==> config.mk <==
export PLATFORM = sky130hd
export DESIGN_NAME = sses_sequencer
export DESIGN_NICKNAME = d
export VERILOG_FILES = /design/src/sses_pkg.sv /design/src/sses_sequencer.sv
export SDC_FILE = /design/constraint.sdc
export NUM_CORES = 1
export LEC_CHECK = 0
export BUFFER_PORTS_ARGS = -buffer_cell sky130_fd_sc_hd__buf_2
export CAP_MARGIN = 25
export CELL_PAD_IN_SITES_DETAIL_PLACEMENT = 0
export CELL_PAD_IN_SITES_GLOBAL_PLACEMENT = 1
export CORE_MARGIN = 2
export CORE_UTILIZATION = 37
export DETAILED_ROUTE_END_ITERATION = 12
export PLACE_DENSITY = 0.82
export SETUP_SLACK_MARGIN = 0.2
export SLEW_MARGIN = 10
export SYNTH_ARGS = -nofsm -noshare
export SYNTH_HDL_FRONTEND = slang
export SYNTH_SLANG_ARGS = --single-unit
==> constraint.sdc <==
create_clock -name pclk -period 3.72 [get_ports pclk]
set_clock_uncertainty 0.15 [all_clocks]
set_input_delay 0.186 -clock pclk [delete_from_list [all_inputs] [get_ports pclk]]
set_output_delay 0.186 -clock pclk [all_outputs]
set_load 0.005 [all_outputs]
==> src/sses_pkg.sv <==
package sses_pkg;

    // Clock and time base.
    localparam int CLK_PERIOD_NS = 10;
    localparam int FIRST_DELAY_NS = 1100000;
    localparam int HOLD_PERIOD_NS = 93000;
    localparam int GOOD_DELAY_NS = 93000;
    localparam int FIRST_DELAY_CYC = FIRST_DELAY_NS / CLK_PERIOD_NS;
    localparam int HOLD_PERIOD_CYC = HOLD_PERIOD_NS / CLK_PERIOD_NS;
    localparam int GOOD_DELAY_CYC = GOOD_DELAY_NS / CLK_PERIOD_NS;
    localparam int DLY_W = 17;

    // Enable comparator thresholds in millivolts.
    localparam logic [11:0] EN_RISE_MV = 12'h35c;
    localparam logic [11:0] EN_HYST_MV = 12'h068;
    localparam logic [11:0] EN_FALL_MV = EN_RISE_MV - EN_HYST_MV;

    // Reference levels in 6.25 mV steps.
    localparam int LVL_W = 9;
    localparam logic [8:0] STARTUP_LEVEL = 9'h0b0;
    localparam logic [8:0] CODE_MIN = 9'h001;

    // Soft-start oscillator: one step every (divider + 1) clocks.
    localparam logic [15:0] STEP_DIV_RST = 16'h01f3;

    // Register byte offsets.
    localparam logic [11:0] OFS_CTRL = 12'h000;
    localparam logic [11:0] OFS_STEP_DIV = 12'h004;
    localparam logic [11:0] OFS_STATUS = 12'h008;
    localparam logic [11:0] OFS_LEVEL = 12'h00c;
    localparam int CTRL_RUN_BIT = 0;
    localparam logic CTRL_RUN_RST = 1'b1;
    localparam int LEVEL_TGT_LSB = 16;

    // Channel-one low gate rail selection.
    typedef enum logic [1:0] {
        SSES_RAIL_NORMAL,
        SSES_RAIL_LOW_GND,
        SSES_RAIL_LOW_SUPPLY
    } sses_rail_t;

    // Per-phase comparator indications.
    typedef struct packed {
        logic pwm;
        logic low_gate_below;
        logic high_gate_below;
        logic phase_below;
    } sses_phase_in_t;

endpackage

==> src/sses_sequencer.sv <==
`timescale 1ns/1ns
module sses_sequencer #(
    parameter int NPH = 3,
    parameter int FIRST_DELAY = sses_pkg::FIRST_DELAY_CYC,
    parameter int HOLD_DELAY = sses_pkg::HOLD_PERIOD_CYC,
    parameter int GOOD_DELAY = sses_pkg::GOOD_DELAY_CYC
) (
    input wire logic pclk,
    input wire logic presetn,
    input wire logic psel,
    input wire logic penable,
    input wire logic pwrite,
    input wire logic [11:0] paddr,
    input wire logic [31:0] pwdata,
    output logic [31:0] prdata,
    output logic pready,
    output logic pslverr,
    input wire logic [11:0] enable_mv,
    input wire logic controller_supply_ok,
    input wire logic [NPH-1:0] driver_supply_ok,
    input wire logic [7:0] voltage_code,
    input wire logic [sses_pkg::LVL_W-1:0] feedback_node,
    input wire sses_pkg::sses_phase_in_t [NPH-1:0] phase_in,
    input wire logic light_load_indicator,
    input wire logic ramp_resistor_to_supply,
    output logic [NPH-1:0] high_side_gate,
    output logic [NPH-1:0] low_side_gate,
    output logic regulator_good_flag,
    output sses_pkg::sses_rail_t gate_rail_out,
    output logic [sses_pkg::LVL_W-1:0] reference_level
);
    import sses_pkg::*;

    typedef enum logic [2:0] {
        ST_SHUT,
        ST_DELAY1,
        ST_RAMP1,
        ST_HOLD,
        ST_RAMP2,
        ST_GOOD_WAIT,
        ST_RUN
    } sses_state_t;

    ////////////////////////////////////////////////////////////////////////////
    // Register bus.
    ////////////////////////////////////////////////////////////////////////////

    logic run_en_q;
    logic [15:0] step_div_q;
    logic [31:0] prdata_q;
    logic pready_q;
    logic pslverr_q;
    logic en_on_q;
    logic drv_en_q;
    logic good_q;
    logic [LVL_W-1:0] ref_q;
    logic [LVL_W-1:0] tgt_q;
    sses_state_t st_q;

    // Address decode; the answer is prepared in the setup cycle.
    wire setup_phase = psel && !penable;
    wire wr_take = psel && penable && pwrite;
    wire hit_ctrl = (paddr == OFS_CTRL);
    wire hit_div = (paddr == OFS_STEP_DIV);
    wire hit_stat = (paddr == OFS_STATUS);
    wire hit_lvl = (paddr == OFS_LEVEL);
    wire hit_any = hit_ctrl || hit_div || hit_stat || hit_lvl;
    wire [31:0] stat_word = {24'h000000, 1'b0, 3'(st_q), good_q, drv_en_q, en_on_q, run_en_q};
    wire [31:0] lvl_word = (32'(tgt_q) << LEVEL_TGT_LSB) | 32'(ref_q);
    wire [31:0] rd_word = hit_ctrl ? {31'h00000000, run_en_q} :
                          hit_div ? {16'h0000, step_div_q} :
                          hit_stat ? stat_word :
                          hit_lvl ? lvl_word : 32'h00000000;

    // One wait-free access: pready rises in the first access cycle.
    always_ff @(posedge pclk or negedge presetn) begin
        if (!presetn) begin
            pready_q <= 1'b0;
            pslverr_q <= 1'b0;
            prdata_q <= 32'h00000000;
        end else begin
            pready_q <= setup_phase;
            pslverr_q <= setup_phase && !hit_any;
            prdata_q <= (setup_phase && !pwrite) ? rd_word : 32'h00000000;
        end
    end

    // Writable control registers take effect at the completing edge.
    always_ff @(posedge pclk or negedge presetn) begin
        if (!presetn) begin
            run_en_q <= CTRL_RUN_RST;
            step_div_q <= STEP_DIV_RST;
        end else if (wr_take && pready_q) begin
            if (hit_ctrl) begin
                run_en_q <= pwdata[CTRL_RUN_BIT];
            end
            if (hit_div) begin
                step_div_q <= pwdata[15:0];
            end
        end
    end

    ////////////////////////////////////////////////////////////////////////////
    // Start qualification.
    ////////////////////////////////////////////////////////////////////////////

    wire en_on_d = en_on_q ? (enable_mv >= EN_FALL_MV) : (enable_mv > EN_RISE_MV);

    always_ff @(posedge pclk or negedge presetn) begin
        if (!presetn) begin
            en_on_q <= 1'b0;
        end else begin
            en_on_q <= en_on_d;
        end
    end

    wire start_ok = controller_supply_ok && en_on_q && (&driver_supply_ok) && run_en_q;

    ////////////////////////////////////////////////////////////////////////////
    // Soft-start sequence.
    ////////////////////////////////////////////////////////////////////////////

    logic [DLY_W-1:0] dly_q;
    logic [15:0] tick_cnt_q;
    sses_state_t st_d;

    wire ramping = (st_q == ST_RAMP1) || (st_q == ST_RAMP2);
    wire tick = ramping && (tick_cnt_q >= step_div_q);
    wire [LVL_W-1:0] code_lvl = {1'b0, voltage_code};
    wire code_valid = (code_lvl >= CODE_MIN);
    wire d1_done = (dly_q == DLY_W'(FIRST_DELAY - 1));
    wire hold_done = (dly_q == DLY_W'(HOLD_DELAY - 1));
    wire good_done = (dly_q == DLY_W'(GOOD_DELAY - 1));
    wire ramp1_done = (ref_q == STARTUP_LEVEL);
    wire ramp2_done = (ref_q == tgt_q);
    wire state_change = (st_d != st_q);

    // Next state; a lost start condition always wins and restarts.
    always_comb begin
        st_d = st_q;
        case (st_q)
            ST_SHUT: begin
                if (start_ok) begin
                    st_d = ST_DELAY1;
                end
            end
            ST_DELAY1: begin
                if (d1_done) begin
                    st_d = ST_RAMP1;
                end
            end
            ST_RAMP1: begin
                if (ramp1_done) begin
                    st_d = ST_HOLD;
                end
            end
            ST_HOLD: begin
                if (hold_done && code_valid) begin
                    st_d = ST_RAMP2;
                end
            end
            ST_RAMP2: begin
                if (ramp2_done) begin
                    st_d = ST_GOOD_WAIT;
                end
            end
            ST_GOOD_WAIT: begin
                if (good_done) begin
                    st_d = ST_RUN;
                end
            end
            ST_RUN: begin
                st_d = ST_RUN;
            end
            default: begin
                st_d = ST_SHUT;
            end
        endcase
        if (!start_ok) begin
            st_d = ST_SHUT;
        end
    end

    // State and delay counter; the counter restarts on every state change and when a hold repeats.
    always_ff @(posedge pclk or negedge presetn) begin
        if (!presetn) begin
            st_q <= ST_SHUT;
            dly_q <= '0;
        end else begin
            st_q <= st_d;
            dly_q <= (state_change || ((st_q == ST_HOLD) && hold_done)) ? '0 : dly_q + 1'b1;
        end
    end

    // Oscillator divider runs only while ramping.
    always_ff @(posedge pclk or negedge presetn) begin
        if (!presetn) begin
            tick_cnt_q <= '0;
        end else begin
            tick_cnt_q <= (!ramping || tick) ? '0 : tick_cnt_q + 1'b1;
        end
    end

    // Reference moves one step per tick toward the goal of the ramp.
    wire [LVL_W-1:0] goal = (st_q == ST_RAMP1) ? STARTUP_LEVEL : tgt_q;
    wire [LVL_W-1:0] ref_step = (ref_q < goal) ? ref_q + 1'b1 :
                                (ref_q > goal) ? ref_q - 1'b1 : ref_q;

    // code is expected settled when sampled at hold end
    always_ff @(posedge pclk or negedge presetn) begin
        if (!presetn) begin
            ref_q <= '0;
            tgt_q <= '0;
        end else if (st_q == ST_SHUT) begin
            ref_q <= '0;
            tgt_q <= '0;
        end else begin
            ref_q <= tick ? ref_step : ref_q;
            tgt_q <= (st_q == ST_HOLD && hold_done) ? code_lvl : tgt_q;
        end
    end

    ////////////////////////////////////////////////////////////////////////////
    // Pre-biased start and power-good.
    ////////////////////////////////////////////////////////////////////////////

    // drives off in soft-start until reference exceeds feedback
    wire in_ss = ramping || (st_q == ST_HOLD);
    wire past_ss = (st_q == ST_GOOD_WAIT) || (st_q == ST_RUN);
    wire drv_en_d = past_ss || (in_ss && (drv_en_q || (ref_q > feedback_node)));

    always_ff @(posedge pclk or negedge presetn) begin
        if (!presetn) begin
            drv_en_q <= 1'b0;
            good_q <= 1'b0;
        end else begin
            drv_en_q <= drv_en_d;
            good_q <= (st_q == ST_RUN) && start_ok;
        end
    end

    ////////////////////////////////////////////////////////////////////////////
    // Gate drive with adaptive dead time.
    ////////////////////////////////////////////////////////////////////////////

    logic [NPH-1:0] hs_q;
    logic [NPH-1:0] ls_q;
    wire gates_allowed = drv_en_q && (st_q != ST_SHUT) && start_ok;

    for (genvar i = 0; i < NPH; i++) begin : g_phase
        // high gate waits for low gate below threshold
        wire hs_d = gates_allowed && phase_in[i].pwm && phase_in[i].low_gate_below && !ls_q[i];
        // low gate after high gate or phase falls
        wire ls_d = gates_allowed && !phase_in[i].pwm && !hs_q[i] &&
                    (phase_in[i].high_gate_below || phase_in[i].phase_below);

        always_ff @(posedge pclk or negedge presetn) begin
            if (!presetn) begin
                hs_q[i] <= 1'b0;
                ls_q[i] <= 1'b0;
            end else begin
                hs_q[i] <= hs_d;
                ls_q[i] <= ls_d;
            end
        end
    end

    ////////////////////////////////////////////////////////////////////////////
    // Light-load rail selection.
    ////////////////////////////////////////////////////////////////////////////

    sses_rail_t rail_q;

    wire sses_rail_t rail_d = sses_rail_t'(light_load_indicator ? SSES_RAIL_NORMAL :
                              ramp_resistor_to_supply ? SSES_RAIL_LOW_SUPPLY : SSES_RAIL_LOW_GND);

    always_ff @(posedge pclk or negedge presetn) begin
        if (!presetn) begin
            rail_q <= SSES_RAIL_NORMAL;
        end else begin
            rail_q <= rail_d;
        end
    end

    // Outputs come straight from flip-flops.
    assign prdata = prdata_q;
    assign pready = pready_q;
    assign pslverr = pslverr_q;
    assign high_side_gate = hs_q;
    assign low_side_gate = ls_q;
    assign regulator_good_flag = good_q;
    assign gate_rail_out = rail_q;
    assign reference_level = ref_q;

    ////////////////////////////////////////////////////////////////////////////
    // Assertions.
    ////////////////////////////////////////////////////////////////////////////

    a_shut_gates_low: assert property (@(posedge pclk) disable iff (!presetn)
        st_q == ST_SHUT |=> (hs_q == '0) && (ls_q == '0))
        else $error("Gate driven while in shutdown.");

    a_enable_hyst: assert property (@(posedge pclk) disable iff (!presetn)
        $rose(en_on_q) |-> $past(enable_mv) > EN_RISE_MV)
        else $error("Enable asserted below rising threshold.");

    a_start_needs_all: assert property (@(posedge pclk) disable iff (!presetn)
        (st_q == ST_SHUT) && !start_ok |=> st_q == ST_SHUT)
        else $error("Left shutdown without start conditions.");

    a_first_delay_len: assert property (@(posedge pclk) disable iff (!presetn)
        (st_q == ST_RAMP1) && ($past(st_q) == ST_DELAY1) |-> $past(dly_q) == DLY_W'(FIRST_DELAY - 1))
        else $error("First delay has wrong length.");

    a_hold_level: assert property (@(posedge pclk) disable iff (!presetn)
        st_q == ST_HOLD |-> ref_q == STARTUP_LEVEL)
        else $error("Reference not at startup level during hold.");

    a_ramp_one_step: assert property (@(posedge pclk) disable iff (!presetn)
        $changed(ref_q) && $past(st_q) != ST_SHUT |->
            (ref_q == $past(ref_q) + 1'b1) || (ref_q == $past(ref_q) - 1'b1))
        else $error("Reference moved by more than one step.");

    a_good_after_run: assert property (@(posedge pclk) disable iff (!presetn)
        st_q != ST_RUN |=> !good_q)
        else $error("Power-good high before soft-start finished.");

    a_prebias_off: assert property (@(posedge pclk) disable iff (!presetn)
        in_ss && !drv_en_q |=> (hs_q == '0) && (ls_q == '0))
        else $error("Gate driven while feedback above reference.");

    a_high_deadtime: assert property (@(posedge pclk) disable iff (!presetn)
        $rose(hs_q[0]) |-> $past(phase_in[0].low_gate_below) && !$past(ls_q[0]))
        else $error("High gate rose before low gate fell.");

    a_lost_restart: assert property (@(posedge pclk) disable iff (!presetn)
        (st_q != ST_SHUT) && !start_ok |=> st_q == ST_SHUT)
        else $error("Did not return to shutdown on lost condition.");

    a_rail_select: assert property (@(posedge pclk) disable iff (!presetn)
        !light_load_indicator && ramp_resistor_to_supply |=> rail_q == SSES_RAIL_LOW_SUPPLY)
        else $error("Wrong rail level in light load.");

    c_reach_run: cover property (@(posedge pclk) disable iff (!presetn)
        $rose(good_q));

    c_prebias_enable: cover property (@(posedge pclk) disable iff (!presetn)
        in_ss && $rose(drv_en_q) && (feedback_node != '0));

    c_restart: cover property (@(posedge pclk) disable iff (!presetn)
        (st_q == ST_RAMP2) ##1 (st_q == ST_SHUT));

    c_ramp_down: cover property (@(posedge pclk) disable iff (!presetn)
        (st_q == ST_RAMP2) && tick && (tgt_q < ref_q));

endmodule

# Yosys cells after proc, flatten, opt, wreduce, memory -nomap -nowiden
# Index checks and enable logic that the tools add are counted.
# word_totals
ff_bits	109
output_inout_bits	52
inputBits	96
word_cells	140
# classes
reduce_logical	70
eq_ne	14
bitwise_logic	1
magnitude_cmp	7
muxes	24
addsub	4
# op_table
op	n
2-to-1 mux 25 bit	5
2-to-1 mux 9 bit	7
logical AND 1 bit	34
bitwise OR 25 x 9 -> 25 bit	1
== test 12 x 4 -> 1 bit, second input constant	2
one-hot mux 3 bit (7 select lines)	1
> comparator 9 bit	2
2-to-1 mux 3 bit	6
adder 17 x 1 -> 17 bit, second input constant	1
== test 17 x 14 -> 1 bit, second input constant	1
== test 17 bit, second input constant	1
2-to-1 mux 17 bit	1
adder 16 x 1 -> 16 bit, second input constant	1
>= comparator 16 bit	1
2-to-1 mux 16 bit	1
logical NOT 1 bit	13
logical OR 1 bit	13
== test 12 x 3 -> 1 bit, second input constant	1
>= comparator 12 x 10 -> 1 bit, second input constant	1
> comparator 12 x 10 -> 1 bit, second input constant	1
logical NOT 12 bit	1
adder 9 x 1 -> 9 bit, second input constant	1
== test 3 bit, second input constant	3
== test 9 x 8 -> 1 bit, second input constant	1
other kinds (14)	20

# Logic depth before layout (Yosys ltp)
# Gate-level depths: netlist (run 1).
# depth
depth_word	8
depth_mapped	17
depth_no_buf	17

# Least setup slack after synthesis (run 1)
# No wires, ideal clock.
# synth_timing
path_type	register to register
from	register st_q[2]
to	register ref_q[8], in the netlist reference_level[8]
slack_ps	130
path_stages_with_launch	17
required_time_ps	3440
arrival_time_ps	3310
n_path_buf	0
setup_ps	130
period_less_slack_ps	3590
cell_sequence	dfrtp_1 -> nor2b_1 -> nand2_1 -> nand2_1 -> ha_1 -> a21o_1 -> a21oi_1 -> o21ai_0 -> a41oi_1 -> nand2b_1 -> ha_1 -> nor2b_1 -> o2111ai_1 -> nand3_1 -> o41ai_1 -> a31o_2 -> o31ai_1
# synth_via
elab_chain_cells	6
word_cells_on_any_way	14
classes_between	order compare: 2; eq/ne: 2; mux: 4; reduce/logical: 6
# synth_lines
item	line_no	text
start, declared	sses_sequencer.sv:58	sses_state_t st_q;
start signal, assigned	sses_sequencer.sv:190	st_q <= st_d;
== test 3 x 2 -> 1 bit	sses_sequencer.sv:127, sses_sequencer.sv:205	
2-to-1 mux 9 bit	sses_sequencer.sv:205	wire [LVL_W-1:0] goal = (st_q == ST_RAMP1) ? STARTUP_LEVEL : tgt_q;
< comparator 9 bit	sses_sequencer.sv:206	wire [LVL_W-1:0] ref_step = (ref_q < goal) ? ref_q + 1'b1 :
2-to-1 mux 9 bit	sses_sequencer.sv:206	
2-to-1 mux 9 bit	sses_sequencer.sv:218	ref_q <= tick ? ref_step : ref_q;
2-to-1 mux 9 bit	sses_sequencer.sv:214	end else if (st_q == ST_SHUT) begin
end signal, assigned	sses_sequencer.sv:218	
end, declared	sses_sequencer.sv:56	logic [LVL_W-1:0] ref_q;
# Several ways; a longest one is shown, not always the timed one. The select of a mux whose other input is x is not followed.
# A chain may end at the register's enable or synchronous reset.

# Final worst setup path (run 1)
# Same ends and word-level chain as after synthesis.

==> results of run 1 <==
cell type report:
| type | count | share of cell area, % |
|---|---|---|
| flip-flops and latches | 107 | 33.8 |
| repair buffers | 194 | 16.0 |
| multi-input cells | 463 | 41.2 |
| clock inverters | 4 | 0.960 |
| well taps | 216 | 3.40 |
| clock buffers | 11 | 2.93 |
| inverters | 37 | 1.75 |
synthesized netlist by cell type, types with 2 or more instances:
cell type,n
nor4_1,14
and2_1,12
and3_1,13
mux2i_1,25
or3_1,3
clkbuf_1,9
nor2_1,81
mux2_2,3
o31ai_1,3
nand2_1,57
o21a_1,4
a41oi_1,2
inv_1,37
nand4_1,6
dfrtp_1,99
buf_2,2
nor2b_1,5
and4_1,5
nor4b_2,2
o211ai_1,3
nand2b_1,5
xnor2_1,16
xor2_1,28
or2_2,3
a211oi_1,4
a21o_1,3
a31oi_1,3
ha_1,43
dfstp_2,8
buf_4,19
nor3_1,19
a21boi_0,3
or2_1,2
nand3_1,22
a211o_1,3
buf_6,3
o21ai_0,23
a21oi_1,19
repair_timing:
action	CTS	global route
endpoints found under the setup margin	2	4
pin swaps	1	18
hold buffers	44	0
setup buffers	2	7
endpoints found under the hold margin	84	0
resized for setup	3	36
logic make-up after synthesis:
family | share of synthesized area, %
AND/OR/NAND/NOR | 20.9
adder cells (fa/ha/maj) | 9.18
XOR/XNOR | 6.34
other | 0.0617
buffers and inverters | 5.90
flip-flops | 44.2
AO/OA/AOI/OAI | 8.74
multiplexers | 4.67
state kept, by name, indices dropped and copies added (netlist names), 2 cells and up:
signal and count:
prdata 24, dly_q 17, step_div_q 16, tick_cnt_q 16
reference_level 9, tgt_q 8, high_side_gate 3, low_side_gate 3
st_q 3, gate_rail_out 2
report_power, final:
part | switching [uW] | internal, uW | total (uW)
clock network | 427 | 589 | 1020
registers | 14.3 | 1170 | 1190
logic | 76.9 | 82.9 | 160
per-stage QoR:
stage / power, uW / setup slack, ns / area, um2
floorplan: 1260 / 0.205 / 6120
global placement: 1340 / 0.184 / 6930
detailed placement: 1340 / 0.104 / 6930
CTS: 2390 / 0.201 / 7720
global route: 2460 / 0.0187 / 7950
finish: 2360 / 0.212 / 7950
worst max path at each step:
stage / end
2_1_floorplan: reference_level[7]
3_3_place_gp: reference_level[7]
3_5_place_dp: reference_level[7]
4_1_cts: reference_level[8]
5_1_grt: reference_level[8]
6_report: reference_level[8]
critical path: cells and delay by family (launching register included):
kind / cells / cell delay, ns
AND/OR/NAND/NOR: 7 / 0.83
XOR/XNOR: 1 / 0.12
adder cells (fa/ha/maj): 2 / 0.52
flip-flops: 1 / 0.41
AO/OA/AOI/OAI: 5 / 1.23
buffers and inverters: 1 / 0.13
routing by layer:
| layer | track usage, % | up-vias |
|---|---|---|
| met5 | 0.556 | - |
| met4 | 7.41 | 0 |
| met3 | 4.11 | 38 |
| met2 | 30.7 | 158 |
| met1 | 23.4 | 2389 |
| li1 | - | 2517 |
==> flow_summary.json, run 1 <==
{
  "status": "finished, final reports clean",
  "clkLatencyLatePin_ns": 0.36,
  "syn_area_um2": 6080,
  "seq_area_frac_synth_pct": 44.2,
  "slowest_stage": "o41ai_4",
  "wl_met3_um": 743,
  "crit_start": "st_q[2]",
  "worst_slew_pin_slew_ns": 0.747,
  "synth_edf_count": 0,
  "synthCells": 633,
  "yosysTopAreaCellShare_pct": 40.7,
  "cp_max_fo": 5,
  "ys_ff_latch": 107,
  "grt_pass1_vias": 5144,
  "peakVddDrop_mv": 0.221,
  "crit_path_max_incr_delay_ns": 0.42,
  "rows": 46,
  "worstHoldStart": "paddr[6]",
  "worstRegToRegCells": 16,
  "rsz0062_at_grt": "yes",
  "syn_to_final_growth_pct": 30.7,
  "dp_cells": 964,
  "io_pins": 148,
  "routed_wl_mm": 15.9,
  "synth_area_leader_cell": "dfrtp_1",
  "die_area_um2": 17500,
  "final_cell_mix": "buf_2, dfrtp_1, nor2_1",
  "leakage_uw": 0.00403,
  "hold_path.class": "in -> reg",
  "grt_antenna_before_repair": 0,
  "stdcell_count": 1032,
  "fin_setup_tns_ns": 0,
  "nets": 952,
  "crit_chain": "nor2b_4 > nand2_2 > buf_6 > nand2_1 > ha_2 > nand3_1 > o21ai_2 > a41oi_2 > nand2b_4 > ha_4 > nor2b_4 > o2111ai_2 > nand3_2 > o41ai_4 > xnor2_1 > o31ai_1",
  "yosysUniqueCellTypes": 60,
  "clockRootBuffer": "clkbuf_16",
  "ant_nets": 0,
  "place_congestion": 0.892,
  "relSlewSlack_pct": 50.0,
  "wirelength_met1_mm": 7.22,
  "die_h_um": 132,
  "n_antenna_cell": 0,
  "final_common_cell": "buf_2",
  "die_x_um": 132,
  "htreeDepth": 3,
  "report.final.setup_viol": 0,
  "synth_ff_type": "dfrtp_1",
  "start_kind": "flip-flop",
  "detail_route.first_pass.iterations": 4,
  "power_density_nw_per_um2": 297,
  "wl_per_cell_um": 15.4,
  "fmax_mhz": 285,
  "met2_length_mm": 7.42,
  "cts_buffers": 9,
  "final_max_slew_viol_count": 0,
  "vias": 5102,
  "min_to": "pslverr",
  "hold_depth": 3,
  "viasPerCell": 4.94,
  "multi_input_area_um2": 3280,
  "drv_cap": 0,
  "remaining_drc_errors": 0,
  "worstPathArrival_ns": 3.61,
  "synthArstFlopShare_pct": 100,
  "final_layout_size_suffix_gt1_share_pct": 26.5,
  "avgSynthCellArea_um2": 9.61,
  "cts.path.max_buffers": 2,
  "ys_top_cells_by_area": "dfrtp_1, ha_1, nor2_1, mux2i_1, xor2_1",
  "core_um2": 16000,
  "holdWs_ns": 0.0175,
  "cts_sinks": 107,
  "grt_max_degree": 51,
  "r2r-end": "reference_level[8]",
  "final_util_pct": 49.7,
  "fin_crit_ns": 3.51,
  "start_util_pct": 38.0,
  "hold_viol": 0,
  "seq_area_um2": 2690,
  "clk_pin_slew_ns": 0.07,
  "yosysWarningCount": 0,
  "dr.max_layer_used": "met4",
  "r2r-start": "st_q[2]",
  "drtIter0Drc": 387,
  "cp.required_ns": 3.83,
  "reg2reg_slack_ns": 0.21,
  "endpoint_kind": "flip-flop",
  "grt_pass1_wl_mm": 25.7,
  "grt_usage_pct": 18.5,
  "cts_tree": "yes",
  "crit_top_cell": "nor2b_4",
  "criticalPathCategory": "reg -> reg",
  "globalRouteOverflowTotal": 0,
  "portBuffers": 123,
  "fill_cells": 1484,
  "finalCritPeriodShare_pct": 94.3,
  "hpwl_mm": 11.1
}
Power figures use the tool's default switching activity.
==> run 2: changes to the inputs <==
--- a/config.mk
+++ b/config.mk
@@ -5,14 +5,16 @@
 export SDC_FILE = /design/constraint.sdc
 export NUM_CORES = 1
 export LEC_CHECK = 0
+export ABC_AREA = 1
 export BUFFER_PORTS_ARGS = -buffer_cell sky130_fd_sc_hd__buf_2
 export CAP_MARGIN = 25
 export CELL_PAD_IN_SITES_DETAIL_PLACEMENT = 0
 export CELL_PAD_IN_SITES_GLOBAL_PLACEMENT = 1
 export CORE_MARGIN = 2
-export CORE_UTILIZATION = 37
+export CORE_UTILIZATION = 36
 export DETAILED_ROUTE_END_ITERATION = 12
 export PLACE_DENSITY = 0.82
+export RECOVER_POWER = 25
 export SETUP_SLACK_MARGIN = 0.2
 export SLEW_MARGIN = 10
 export SYNTH_ARGS = -nofsm -noshare
==> run 2 against run 1 <==
  * First-iteration DRC count fell by 48%
  * Utilization shrank 3.4 points
  * Die area up 7.6%
  * Highest routed layer unchanged
  * Critical endpoint is now reference_level[5]
==> flow_summary.json, run 2 <==
{
  "worst-path-buf-inv": 4,
  "reg2reg_slack_ns": 0.44,
  "crit_start": "st_q[0]",
  "status": "finished, final reports clean",
  "fill_cells": 1733,
  "cts.path.max_buffers": 2,
  "r2r-end": "reference_level[5]",
  "place_ws_ns": 0.201,
  "synth_compound_area_share_pct": 7.74,
  "seq_area_frac_synth_pct": 42.1,
  "synth_area_leader_cell": "dfrtp_1",
  "worstHoldStart": "pwrite",
  "vias": 5654,
  "viasPerCell": 4.68,
  "cts_tree": "yes",
  "grt_max_degree": 59,
  "power_density_nw_per_um2": 285,
  "avgSynthCellArea_um2": 7.92,
  "io_pins": 148,
  "nets": 1118,
  "clockRootBuffer": "clkbuf_16",
  "htreeDepth": 3,
  "post-synth-top-count-cell": "nand2_1",
  "fin_setup_tns_ns": 0,
  "r2r-start": "st_q[0]",
  "hold_viol": 0,
  "worstPathArrival_ns": 3.37,
  "final_cell_mix": "nand2_1, inv_1, buf_2",
  "largest_register_ffs": 24,
  "crit_top_cell": "nand2_1",
  "synthCells": 806,
  "routed_wl_mm": 16.1,
  "cts_sinks": 107,
  "final_layout_size_suffix_gt1_share_pct": 19.5,
  "criticalPathCategory": "reg -> reg",
  "rsz0062_at_grt": "no",
  "remaining_drc_errors": 0,
  "hold_path.class": "in -> reg",
  "yosysTopAreaCellShare_pct": 38.8,
  "clk_pin_slew_ns": 0.07,
  "worst_slew_pin_slew_ns": 1.44,
  "detail_route.first_pass.iterations": 4,
  "hpwl_mm": 12.2,
  "synth_top_family_by_area": "simple AND/OR/NAND/NOR gates",
  "grt_usage_pct": 17.7,
  "cts_buffers": 9,
  "crit_chain": "inv_2 > nand2_1 > nor2_2 > inv_2 > nand2_1 > inv_1 > ha_1 > or2_2 > a31oi_2 > nand3_4 > ha_1 > a21oi_1 > nand2_1 > nand2_1 > nand2_1 > a21oi_1 > xor2_1 > inv_1 > nand4_1 > nand2_1",
  "synth.mux.area_fraction_pct": 0,
  "cp_max_fo": 8,
  "path_delay_family": "simple AND/OR/NAND/NOR gates",
  "peakVddDrop_mv": 0.273,
  "crit_path_max_incr_delay_ns": 0.39,
  "wl_per_cell_um": 13.4,
  "finalCritPeriodShare_pct": 88.1,
  "final_common_cell": "nand2_1",
  "core_um2": 17300,
  "die_area_um2": 18800,
  "globalRouteOverflowTotal": 0,
  "worstRegToRegCells": 20,
  "rows": 48,
  "syn_area_um2": 6380,
  "place_congestion": 0.833,
  "start_kind": "flip-flop",
  "relSlewSlack_pct": 3.68,
  "die_x_um": 137,
  "drtIter0Drc": 202,
  "final_max_slew_viol_count": 0,
  "leakage_uw": 0.00414,
  "yosysUniqueCellTypes": 42,
  "synth_ff_type": "dfrtp_1",
  "report.final.setup_viol": 0,
  "fmax_mhz": 305,
  "clkLatencyLatePin_ns": 0.36,
  "synth_simple_gate_area_share_pct": 27.8,
  "portBuffers": 123,
  "start_util_pct": 36.9,
  "ant_nets": 0,
  "synthTopCellsByCount": "nand2_1, inv_1, nor2_1",
  "yosysWarningCount": 0,
  "slowest_stage": "dfrtp_1",
  "synth_edf_count": 0,
  "min_to": "prdata[0]",
  "syn_to_final_growth_pct": 25.4,
  "grt_pass1_wl_mm": 25.9,
  "cp.required_ns": 3.82,
  "ys_top_cells_by_area": "dfrtp_1, nand2_1, ha_1, inv_1, nor2_1",
  "fin_crit_ns": 3.28,
  "ys_ff_latch": 107,
  "synthArstFlopShare_pct": 100,
  "drv_cap": 0,
  "die_h_um": 137,
  "grt_pass1_vias": 5313,
  "setup_slack_ns": 0.444,
  "synthAdderAreaFrac_pct": 8.74,
  "synth-xor-area-share_pct": 3.29,
  "endpoint_kind": "flip-flop",
  "n_antenna_cell": 0,
  "hold_depth": 4,
  "grt_antenna_before_repair": 0
}
==> run 2: how the worst max path moves through the flow <==
| stage | to | slack, ns | cells past startpoint |
|---|---|---|---|
| after global placement | reference_level[7] | 0.24 | 20 |
| after global routing | reference_level[6] | 0.16 | 21 |
| after detailed placement | reference_level[7] | 0.20 | 20 |
| after floorplan | reference_level[6] | 0.37 | 20 |
| after CTS | reference_level[7] | 0.20 | 20 |
| final | reference_level[5] | 0.44 | 20 |
==> run 2: cell type report <==
type | instances | area, um2 | share of cell area (%)
repair buffers | 182 | 1140 | 14.3
multi-input cells | 552 | 3130 | 39.1
clock inverters | 4 | 33.8 | 0.422
clock buffers | 12 | 256 | 3.20
flip-flops and latches | 107 | 2690 | 33.6
well taps | 225 | 282 | 3.52
inverters | 126 | 473 | 5.91
==> run 2: metal layers <==
layer / vias up / track usage (%) / share of wire (%)
li1: 2919 / - / -
met1: 2589 / 23.9 / 49
met2: 130 / 28.1 / 45
met3: 16 / 4.33 / 5.1
met4: 0 / 5.38 / 1.6
met5: - / 0 / 0
==> run 2: report_power, final <==
part | total, uW | switching (uW) | leakage (uW) | internal [uW]
registers | 1190 | 12.3 | 0.00140 | 1170
clock network | 943 | 446 | 0.000139 | 496
logic | 155 | 77.3 | 0.00260 | 77.3
==> run 2: repair_timing <==
| action | in CTS | in global routing |
|---|---|---|
| endpoints found under the setup margin | 1 | 5 |
| resized for setup | 1 | 12 |
| buffers inserted | 0 | 3 |
| hold buffers | 42 | 0 |
| endpoints found under the hold margin | 84 | 0 |
| pin swaps | 0 | 3 |
| gates cloned | 0 | 0 |
==> run 2: per-stage QoR <==
step	utilization (%)	power, uW	instance area (um2)	std cells	hold WS (ns)
after CTS	45.9	2310	7940	1205	0.00311
after global routing	46.3	2380	8010	1208	0.0573
after global placement	41.8	1330	7230	1147	0.135
after floorplan	-	1260	6410	813	-0.260
after detailed placement	41.8	1330	7230	1147	0.149
final	46.3	2280	8010	1208	0.0157
==> run 2: logic make-up after synthesis <==
logic type,Yosys count
AND/OR/NAND/NOR,391
buffers and inverters,154
flip-flops,107
AO/OA/AOI/OAI,85
adder cells (fa/ha/maj),44
XOR/XNOR,24
other,1
==> run 2: worst min-delay path, cell delays in order <==
cell	delay (ns)
buf_2	0.10
nor2_1	0.07
nand2_1	0.05
o21ai_0	0.08
==> run 3: changes to the inputs <==
--- a/config.mk
+++ b/config.mk
@@ -11,9 +11,10 @@
 export CELL_PAD_IN_SITES_DETAIL_PLACEMENT = 0
 export CELL_PAD_IN_SITES_GLOBAL_PLACEMENT = 1
 export CORE_MARGIN = 2
-export CORE_UTILIZATION = 36
+export CORE_UTILIZATION = 37
+export CTS_BUF_LIST = sky130_fd_sc_hd__clkbuf_8
 export DETAILED_ROUTE_END_ITERATION = 12
-export PLACE_DENSITY = 0.82
+export PLACE_DENSITY = 0.84
 export RECOVER_POWER = 25
 export SETUP_SLACK_MARGIN = 0.2
 export SLEW_MARGIN = 10
==> run 3 against run 2 <==
  * Via count rose by 0.83%
  * Non-clock buffer count rose by 4
  * Final cell count rose by 0.33%
  * Worst hold slack improved by 0.0062 ns
  * Sequential cell count did not move
  * Global-route usage rose by 0.90 points
  * Sequential share of layout area barely moved
  * Largest power group unchanged
  * Clock-buffer cell count fell by 3
  * Combinational power barely moved
  * Design area barely moved
  * Critical path type unchanged
  * Utilization rose by 0.63 points
  * Routed wire length rose by 0.93%
==> flow_summary.json, run 3 (same netlist as run 2, synthesis figures left out) <==
{
  "fin_setup_tns_ns": 0,
  "status": "finished, final reports clean",
  "ant_nets": 0,
  "criticalPathCategory": "reg -> reg",
  "clockRootBuffer": "clkbuf_8",
  "holdWs_ns": 0.0219,
  "syn_to_final_growth_pct": 25.4,
  "cts_buffers": 9,
  "place_congestion": 0.842,
  "grt_usage_pct": 18.6,
  "grt_max_degree": 59,
  "rsz0062_at_grt": "yes",
  "final_common_cell": "nand2_1",
  "htreeDepth": 3,
  "post-route-cell-area_um2": 8000,
  "cts.path.max_buffers": 2,
  "wl_per_cell_um": 13.4,
  "fmax_mhz": 302,
  "largest_register_ffs": 24,
  "fill_cells": 1710,
  "hold_path.class": "in -> reg",
  "start_util_pct": 37.4,
  "dp_cells": 1148,
  "die_x_um": 135,
  "hpwl_mm": 12.0,
  "vias": 5701,
  "final_layout_size_suffix_gt1_share_pct": 20.4,
  "grt_pass1_vias": 5579,
  "cp_max_fo": 8,
  "finalCritPeriodShare_pct": 89.0,
  "peakVddDrop_mv": 0.180,
  "n_antenna_cell": 0,
  "final_cell_mix": "nand2_1, inv_1, buf_2",
  "cts_sinks": 107,
  "io_pins": 148,
  "core_um2": 17100,
  "place_area_um2": 7240,
  "power_density_nw_per_um2": 265,
  "stdcell_count": 1212,
  "portBuffers": 123,
  "worst_slew_pin_slew_ns": 1.47,
  "cts_tree": "yes",
  "final_max_slew_viol_count": 0,
  "leakage_uw": 0.00418,
  "routed_wl_mm": 16.3,
  "die_area_um2": 18300,
  "globalRouteOverflowTotal": 0,
  "grt_pass1_wl_mm": 27.1,
  "endpoint_kind": "flip-flop",
  "detail_route.first_pass.iterations": 5,
  "fin_crit_ns": 3.31,
  "viasPerCell": 4.70,
  "start_kind": "flip-flop",
  "worstPathArrival_ns": 3.44,
  "clk_pin_slew_ns": 0.10,
  "report.final.setup_viol": 0,
  "rows": 48,
  "drv_cap": 0,
  "hold_viol": 0,
  "clkLatencyLatePin_ns": 0.39,
  "nets": 1122,
  "relSlewSlack_pct": 2.15,
  "grt_antenna_before_repair": 0,
  "power.total_uw": 2120,
  "cp.required_ns": 3.85,
  "drtIter0Drc": 300,
  "remaining_drc_errors": 0,
  "die_h_um": 135
}
run 3: changes by cell type in the layout (fill, tap and decap cells not counted), sizes merged:
cell,before,now
dlygate4sd3,42,46
buf,123,135
clkbuf,29,14
bufinv,0,2
inv,126,128
clkinv,3,2
run 3: area by class of cell:
class                      instances  area (um2)  share of cell area, %
sequential                       107        2690                   33.6
clock inverter                     7        87.6                   1.09
clock buffer                       9         124                   1.55
multi-input combinational        552        3150                   39.3
inverter                         126         473                   5.91
timing repair buffer             186        1200                   15.0
tap                              225         282                   3.52
run 3: what timing repair did:
action	in CTS	in global routing
pin swaps	0	1
hold endpoints to repair	89	0
hold buffers	46	0
buffers inserted	0	2
cloned	0	0
gates resized for setup	1	13
endpoints found under the setup margin	4	5
run 3: where the power goes:
part | internal [uW] | leakage [uW] | total, uW | switching, uW
logic | 79.6 | 0.00267 | 157 | 77.0
clock network | 374 | 0.000113 | 779 | 405
registers | 1170 | 0.00140 | 1190 | 12.2
run 3: final timing paths:
kind                                   from            endpoint  slack [ns]  cells past startpoint
hold / removal                     paddr[1]           prdata[0]        0.02                      4
setup / recovery                    st_q[0]  reference_level[6]        0.41                     21
setup reg to reg                    st_q[0]  reference_level[6]        0.41                     21
max in group asynchronous           presetn       step_div_q[4]        1.81                      3
min in group asynchronous           presetn   high_side_gate[2]        0.53                      2
hold reg to reg            low_side_gate[2]   high_side_gate[2]        0.28                      1
run 3: stage by stage:
stage	util, %	worst slack [ns]
global route	46.9	0.188
global placement	42.4	0.243
finish	46.9	0.410
CTS	46.4	0.241
detailed placement	42.4	0.167
floorplan	-	0.372
run 3: routing by layer:
metal  wire (um)  vias to the layer above  track usage [%]
met3         908                       11             4.15
met4         152                        0             3.76
met1        7840                     2623             25.6
met5           0                        -                0
met2        7390                      143             30.4
li1            -                     2924                -
run 3: critical path: stages (launching register included):
cell      delay (ns)
dfrtp_1         0.40
inv_2           0.12
nand2_1         0.11
nor2_2          0.14
inv_2           0.09
nand2_1         0.07
inv_1           0.04
ha_1            0.28
nand2_1         0.06
nor2_1          0.17
nand3b_1        0.15
nand3_4         0.20
inv_1           0.08
fa_1            0.40
o21ai_1         0.20
nand2_1         0.08
nand2_1         0.06
a21oi_1         0.07
xor2_1          0.15
inv_1           0.05
nand4_1         0.06
nand2_1         0.07
